<file path="config.mk">
export PLATFORM = sky130hd
export DESIGN_NAME = fcr_reporter
export DESIGN_NICKNAME = d
export VERILOG_FILES = /design/src/fcr_pkg.sv /design/src/fcr_reporter.sv
export SDC_FILE = /design/constraint.sdc
export NUM_CORES = 1
export LEC_CHECK = 0
export BUFFER_PORTS_ARGS = -buffer_cell sky130_fd_sc_hd__buf_2
export CORE_MARGIN = 2
export CORE_UTILIZATION = 59
export CTS_BUF_LIST = sky130_fd_sc_hd__clkbuf_4
export CTS_CLUSTER_DIAMETER = 30
export CTS_CLUSTER_SIZE = 8
export DETAILED_ROUTE_END_ITERATION = 10
export PLACE_DENSITY = 0.82
export SLEW_MARGIN = 25
export SYNTH_ARGS = -nofsm -noshare
export SYNTH_HDL_FRONTEND = slang
export SYNTH_SLANG_ARGS = --single-unit
</file>
<file path="constraint.sdc">
create_clock -name clock -period 2.9 [get_ports clock]
set_input_delay 0.29 -clock clock [delete_from_list [all_inputs] [get_ports clock]]
set_output_delay 0.29 -clock clock [all_outputs]
set_load 0.1 [all_outputs]
</file>
<file path="src/fcr_pkg.sv">
`default_nettype none
package fcr_pkg;
  // Fault slots
  localparam int NF = 10;
  localparam int F_UNDER_B = 0;
  localparam int F_EXC_A = 1;
  localparam int F_EXC_B = 2;
  localparam int F_NB_NEUT = 3;
  localparam int F_NB_TRACK = 4;
  localparam int F_NB_REP = 5;
  localparam int F_VREF = 6;
  localparam int F_NODE = 7;
  localparam int F_EE = 8;
  localparam int F_OVF = 9;
  localparam logic [NF-1:0][15:0] CODE = {16'h6208, 16'h5535, 16'h8004,
    16'h3111, 16'h830b, 16'h830a, 16'h8309, 16'hff18, 16'hff17, 16'hff1a};
  localparam logic [NF-1:0][7:0] ERRREG = {8'h81, 8'h81, 8'h81, 8'h05,
    8'h81, 8'h81, 8'h81, 8'h81, 8'h81, 8'h81};
  localparam logic [NF-1:0] FILTERED = 10'h078;
  localparam logic [NF-1:0] APP_CLR = 10'h07f;
  // Object dictionary
  localparam logic [15:0] OD_INHIBIT = 16'h1015;
  localparam logic [15:0] INH_RESET = 16'h00c8;
  localparam logic [15:0] INH_MIN = 16'h0064;
  localparam logic [15:0] INH_MAX = 16'h00c8;
  // Timing
  localparam int CLK_HZ = 40_000_000;
  localparam int INH_UNIT_US = 100;
  localparam int INH_UNIT_CYC = INH_UNIT_US * (CLK_HZ / 1_000_000);
  localparam int FILT_US = 10_000;
  localparam int FILT_CYC_DEF = FILT_US * (CLK_HZ / 1_000_000);
  // Thresholds
  localparam logic [9:0] TRAVEL_MIN = 10'h047;
  localparam logic [9:0] TRAVEL_MAX = 10'h0d6;
  localparam logic [11:0] VREF_LO_MV = 12'h8ca;
  localparam logic [11:0] VREF_HI_MV = 12'habe;
  localparam logic [15:0] EE_BOOT_END = 16'h01f4;
  localparam int GRP_SHIFT = 4;
  localparam logic [6:0] NODE_MIN = 7'h01;
endpackage
`default_nettype wire

</file>
<file path="src/fcr_reporter.sv">
// How it works
// Low B-port self-test travel raises 0xFF1A
// Neighbour leaves neutral: filtered 0x8309
// Neighbour misses set point: filtered 0x830A
// Neighbour CAN/analogue mismatch: filtered 0x830B
// Reference outside 2.25-2.75 V: filtered 0x3111
// Neighbour in other group: 0x8004, halt
// Equal or invalid ids: same fault
// Id fault holds until ids valid
// Refuse EEPROM access below address 500
// Address fault 0x5535, cleared only by power-up
// Buffer overflow 0x6208, cleared only by power-up
// Application reset clears self-test, neighbour, reference faults
// Inhibit default 0xC8, accepts 0x64-0xC8
// Excess self-test travel raises critical fault
// Emergencies spaced by inhibit; pending queued
// Filtered faults debounced; unfiltered report immediately
`timescale 1ns/1ps
`default_nettype none
module fcr_reporter #(
  parameter int DEPTH = 8,
  parameter int FILT_CYC = fcr_pkg::FILT_CYC_DEF
) (
  // Clock and reset
  input wire logic clock,
  input wire logic nrst,
  input wire logic app_reset,
  // Self test measurement
  input wire logic safety_self_test_sequence,
  input wire logic st_port_b,
  input wire logic st_done,
  input wire logic [9:0] st_travel,
  // Neighbour supervision
  input wire logic nb_out_of_neutral,
  input wire logic nb_setpoint_miss,
  input wire logic nb_report_mismatch,
  // Supplies and configuration
  input wire logic [11:0] vref_mv,
  input wire logic [6:0] own_node_id,
  input wire logic [6:0] nb_node_id,
  // EEPROM guard
  input wire logic ee_req,
  input wire logic [15:0] ee_addr,
  output logic ee_grant,
  // Object dictionary access
  input wire logic od_wr,
  input wire logic [15:0] od_index,
  input wire logic [15:0] od_wdata,
  output logic [15:0] od_rdata,
  // Emergency output
  output logic emcy_valid,
  output logic [15:0] emcy_code,
  output logic [7:0] emcy_errreg,
  output logic [fcr_pkg::NF-1:0] fault_active,
  output logic halt
);
  localparam int AW = $clog2(DEPTH);
  localparam int CW = $clog2(FILT_CYC + 1);
  localparam logic [CW-1:0] FC_MAX = CW'(FILT_CYC - 1);
  localparam logic [11:0] TICK_MAX = 12'(fcr_pkg::INH_UNIT_CYC - 1);
  localparam logic [AW:0] FULL = (AW+1)'(DEPTH);

  typedef struct packed {
    logic [fcr_pkg::NF-1:0] lat;
    logic [fcr_pkg::NF-1:0] rep;
    logic [3:0][CW-1:0] fcnt;
    logic [DEPTH-1:0][3:0] q;
    logic [AW-1:0] wp;
    logic [AW-1:0] rp;
    logic [AW:0] cnt;
    logic [11:0] tick;
    logic [15:0] inh_left;
    logic [15:0] inh_time;
    logic emcy_v;
    logic [15:0] emcy_code;
    logic [7:0] emcy_er;
    logic [15:0] rdata;
    logic ee_grant;
    logic halt;
  } fcr_state_s;

  fcr_state_s s_q;
  fcr_state_s s_d;

  logic [fcr_pkg::NF-1:0] det;
  logic [fcr_pkg::NF-1:0] fset;
  logic [fcr_pkg::NF-1:0] set;
  logic node_bad;
  logic ee_bad;
  logic st_meas;

  assign st_meas = st_done && safety_self_test_sequence;
  assign ee_bad = ee_req && (ee_addr < fcr_pkg::EE_BOOT_END);
  // Group is the upper id bits; zero is not a usable node id
  assign node_bad = (own_node_id < fcr_pkg::NODE_MIN) || (nb_node_id < fcr_pkg::NODE_MIN)
    || (own_node_id == nb_node_id)
    || ((own_node_id >> fcr_pkg::GRP_SHIFT) != (nb_node_id >> fcr_pkg::GRP_SHIFT));

  always_comb begin
    det = '0;
    det[fcr_pkg::F_UNDER_B] = st_meas && st_port_b && (st_travel < fcr_pkg::TRAVEL_MIN);
    det[fcr_pkg::F_EXC_A] = st_meas && !st_port_b && (st_travel > fcr_pkg::TRAVEL_MAX);
    det[fcr_pkg::F_EXC_B] = st_meas && st_port_b && (st_travel > fcr_pkg::TRAVEL_MAX);
    det[fcr_pkg::F_NB_NEUT] = nb_out_of_neutral;
    det[fcr_pkg::F_NB_TRACK] = nb_setpoint_miss;
    det[fcr_pkg::F_NB_REP] = nb_report_mismatch;
    det[fcr_pkg::F_VREF] = (vref_mv < fcr_pkg::VREF_LO_MV) || (vref_mv > fcr_pkg::VREF_HI_MV);
    det[fcr_pkg::F_NODE] = node_bad;
    det[fcr_pkg::F_EE] = ee_bad;
  end

  always_comb begin
    logic pv;
    logic [3:0] pick;
    logic tk;
    pv = 1'b0;
    pick = '0;
    tk = (s_q.tick == TICK_MAX);
    s_d = s_q;
    s_d.emcy_v = 1'b0;
    fset = '0;
    // Inhibit time base, one tick per 100 us
    s_d.tick = tk ? '0 : s_q.tick + 12'h001;
    if (tk && (s_q.inh_left != '0)) begin
      s_d.inh_left = s_q.inh_left - 16'h0001;
    end
    // Debounce: condition must hold FILT_CYC cycles in a row
    for (int i = 0; i < 4; i++) begin
      if (det[fcr_pkg::F_NB_NEUT + i]) begin
        if (s_q.fcnt[i] == FC_MAX) begin
          fset[fcr_pkg::F_NB_NEUT + i] = 1'b1;
        end else begin
          s_d.fcnt[i] = s_q.fcnt[i] + 1'b1;
        end
      end else begin
        s_d.fcnt[i] = '0;
      end
    end
    set = (det & ~fcr_pkg::FILTERED) | fset;
    // New set wins over an application reset in the same cycle
    s_d.lat = (s_q.lat & ~(app_reset ? fcr_pkg::APP_CLR : '0)) | set;
    // Id fault follows the configuration, untouched by application reset
    s_d.lat[fcr_pkg::F_NODE] = node_bad;
    s_d.rep = s_q.rep | (set & ~s_q.lat);
    s_d.halt = node_bad;
    s_d.ee_grant = ee_req && !ee_bad;
    // Queue one newly raised fault per cycle, lowest slot first
    for (int i = 0; i < fcr_pkg::NF - 1; i++) begin
      if (!pv && s_q.rep[i]) begin
        pv = 1'b1;
        pick = 4'(i);
      end
    end
    if (pv) begin
      s_d.rep[pick] = 1'b0;
      if (s_q.cnt == FULL) begin
        // Lost entry becomes the overflow fault
        s_d.lat[fcr_pkg::F_OVF] = 1'b1;
        s_d.rep[fcr_pkg::F_OVF] = s_d.rep[fcr_pkg::F_OVF] | ~s_q.lat[fcr_pkg::F_OVF];
      end else begin
        s_d.q[s_q.wp] = pick;
        s_d.wp = s_q.wp + 1'b1;
        s_d.cnt = s_d.cnt + 1'b1;
      end
    end
    // Emit when the inhibit window has run out; overflow jumps the queue
    if (s_q.inh_left == '0) begin
      if (s_q.rep[fcr_pkg::F_OVF]) begin
        s_d.rep[fcr_pkg::F_OVF] = 1'b0;
        s_d.emcy_v = 1'b1;
        s_d.emcy_code = fcr_pkg::CODE[fcr_pkg::F_OVF];
        s_d.emcy_er = fcr_pkg::ERRREG[fcr_pkg::F_OVF];
        s_d.inh_left = s_q.inh_time;
        s_d.tick = '0;
      end else if (s_q.cnt != '0) begin
        s_d.emcy_v = 1'b1;
        s_d.emcy_code = fcr_pkg::CODE[s_q.q[s_q.rp]];
        s_d.emcy_er = fcr_pkg::ERRREG[s_q.q[s_q.rp]];
        s_d.rp = s_q.rp + 1'b1;
        s_d.cnt = s_d.cnt - 1'b1;
        s_d.inh_left = s_q.inh_time;
        s_d.tick = '0;
      end
    end
    // Out-of-range inhibit writes are dropped, old value stays
    if (od_wr && (od_index == fcr_pkg::OD_INHIBIT) && (od_wdata >= fcr_pkg::INH_MIN)
        && (od_wdata <= fcr_pkg::INH_MAX)) begin
      s_d.inh_time = od_wdata;
    end
    s_d.rdata = (od_index == fcr_pkg::OD_INHIBIT) ? s_q.inh_time : '0;
  end

  always_ff @(posedge clock) begin
    if (!nrst) begin
      s_q <= '0;
      s_q.inh_time <= fcr_pkg::INH_RESET;
    end else begin
      s_q <= s_d;
    end
  end

  assign ee_grant = s_q.ee_grant;
  assign od_rdata = s_q.rdata;
  assign emcy_valid = s_q.emcy_v;
  assign emcy_code = s_q.emcy_code;
  assign emcy_errreg = s_q.emcy_er;
  assign fault_active = s_q.lat;
  assign halt = s_q.halt;
endmodule
`default_nettype wire

</file>
==> run metrics <==
status completed; overall routing resource usage between 20% and 30%; first-pass GRT wire length between 30000 and 40000 um; post-synth top area share between 40 and 50%; worst slew pin tran around 990 ps; slew margin rel. between 30% and 40%; CP max stage cell or4_4; pin count of the biggest net entering global routing 75; critical path arrival ~3100 ps; Largest stage delay, worst path 650 ps; layout cell share with drive strength beyond 1 between 10% and 20%; Setup crit end kind register; fin cells approximately 1500; Overflow after GRT 0; commonest non-fill, non-tap cell in the layout dfxtp_1; post-route ant nets 0; syn_area_per_cell between 8 and 9 um2; global placement routability congestion between 0.8 and 0.9; most used cell, CP or4_4; sequential share of the synthesized area a little over two fifths; row count 47; Hold WC Path Type primary input to register; Synth Instances 1126; Layout area overhead 15.4%; TritonCTS clock tree done; CTS clk-pin slew, worst paths about 80 ps; largest area contributor in the netlist dfxtp_1; post-synthesis register bit count between 200 and 250; Clock H-tree levels 2; Design Power 7.77 mW; final setup vio count 0; fraction of registers with async set/reset 0%; Final Hold Fails 0; R2R setup slack roughly 310 ps; Root Driver clkbuf_4; average wire per standard cell about 14 um; Vias/cell ~5.4; TritonCTS buffer count 44; Clock Sinks 216; final setup margin around 310 ps; Synth area leaders dfxtp_1, nor2_1, mux2i_1; Tmin final around 2600 ps; pre-CTS WS roughly 250 ps; most frequent cells in the layout dfxtp_1, nor2_1, buf_2, nand2_1, xor2_1; clk_skew between 20 and 30 ps; Ports roughly 150; die outline width about 130 um; Max clock buf depth 3; Post-Syn Area approximately 0.010 mm2; number of global-route vias before repair roughly 8000; total negative setup slack 0 ps; CP cell instances or4_4, or4_4, nor4_4, nand4_1, xnor2_1, nor2_1; Crit Path Max Fanout 6; fin crit share roughly nine tenths; Fmax between 300 and 400 MHz; Initial Utilization about three fifths; Post-synth EDFFs 0; WP data required roughly 3400 ps; Synth Warn # 0; max cap viols 0; Pins Over Slew Limit 0; CP Class register to register; worst-skew pair later-pin latency about 630 ps; initial antenna violation count 1; die span in y 134 um; full die area around 0.018 mm2; Pleak around 4.6 nW; worst hold margin between 60 and 70 ps; DRC 0; final WL ~21000 um; PwrDens 675 mW/mm2; post-DP HPWL 14000 um; Core ar. between 0.015 and 0.02 mm2; via count between 8000 and 9000; final net count 1383; synth unique cells 65; unrepaired setup endpoints after global routing no; placed cells between 1000 and 1500; worst vdd ir between 0.4 and 0.5 mV; buffer count from post-CTS setup fixing 0; Pre-antenna DRT Iters 5; Startpoint Class register; Starting DRT DRC Count ~360; Post-synth top flop dfxtp_1; number of port buffers between 100 and 150
## worst max-delay path: cells and delay by family (launching register included)
family        cells  cell delay (ps)
simple gates      5             1940
xor+xnor          1              160
flops             1              360
## synthesized netlist by cell type, types with 3 or more instances
| cell type | instances |
|---|---|
| nand3_1 | 43 |
| nand4_1 | 18 |
| clkbuf_1 | 31 |
| and4_1 | 13 |
| dfxtp_1 | 216 |
| ha_1 | 17 |
| nand2b_1 | 12 |
| a211oi_1 | 4 |
| nor3_1 | 33 |
| nand4b_1 | 4 |
| or4_1 | 6 |
| xor2_1 | 56 |
| and2_1 | 25 |
| nand2_1 | 89 |
| nor2_1 | 181 |
| a21oi_1 | 46 |
| o31ai_1 | 4 |
| mux2_2 | 3 |
| nor4_1 | 15 |
| nor2b_1 | 9 |
| xnor2_1 | 37 |
| buf_4 | 50 |
| mux4_2 | 7 |
| nor3b_1 | 8 |
| nor4_4 | 3 |
| a22oi_1 | 5 |
| or3_1 | 13 |
| o21ai_0 | 27 |
| and3_1 | 20 |
| mux2i_1 | 53 |
| a31oi_1 | 8 |
| nand3b_1 | 6 |
| inv_1 | 21 |
## where the power goes
part	switching, mW	internal, mW
Sequential	0.142	3.11
Clock	1.20	1.49
Combinational	1.27	0.560
Total	2.62	5.16
## area by class of cell
cell class                      count  area (um2)
Fill cell                        1316        5070
Timing Repair Buffer              179        1060
Sequential cell                   216        4330
Clock buffer                       50         375
Clock inverter                     25         318
Antenna cell                        1        2.50
Inverter                           22        82.6
Tap cell                          220         275
Multi-Input combinational cell    808        5080
## state kept, by name, summed over array words and instances (netlist names)
name and flops:
s_q 172, ee_grant 1, emcy_errreg 3, emcy_code 13, emcy_valid 1, od_rdata 16, fault_active 10
## layer usage
metal	GRT usage [%]	part of all wire [%]
met1	27.5	43
met2	40.1	50
met3	4.65	4.7
met4	8.30	1.7
met5	0	0
## worst paths after layout
check / from / end / cells after the start
max: s_q[65] / s_q[90] / 6
min: safety_self_test_sequence / s_q[206] / 4
max reg2reg: s_q[65] / s_q[90] / 6
min reg2reg: s_q[51] / s_q[67] / 2
## cell families after synthesis
logic type | Yosys count | synth area share (%)
DFF | 216 | 43.3
other | 1 | 0.0376
and+or+nand+nor | 511 | 25.9
muxes | 63 | 7.23
buffers and inverters | 108 | 6.04
AOI/OAI and AO/OA | 117 | 7.21
adders and majority gates | 17 | 2.13
xor gates and xnor gates | 93 | 8.16
## what timing repair did
item | CTS | global route
endpoints found under the hold margin | 22 | 0
endpoints found under the setup margin | 0 | 1
hold buffers | 25 | 0
resized for setup | 0 | 1
## metrics by stage
stage,util [%],cell area (um2)
finish,69.5,11500
global route,69.5,11500
CTS,69.4,11500
detailed placement,63.7,10600
global placement,63.7,10600
floorplan,-,10000
No activity file was read; power rests on OpenSTA's default activity.
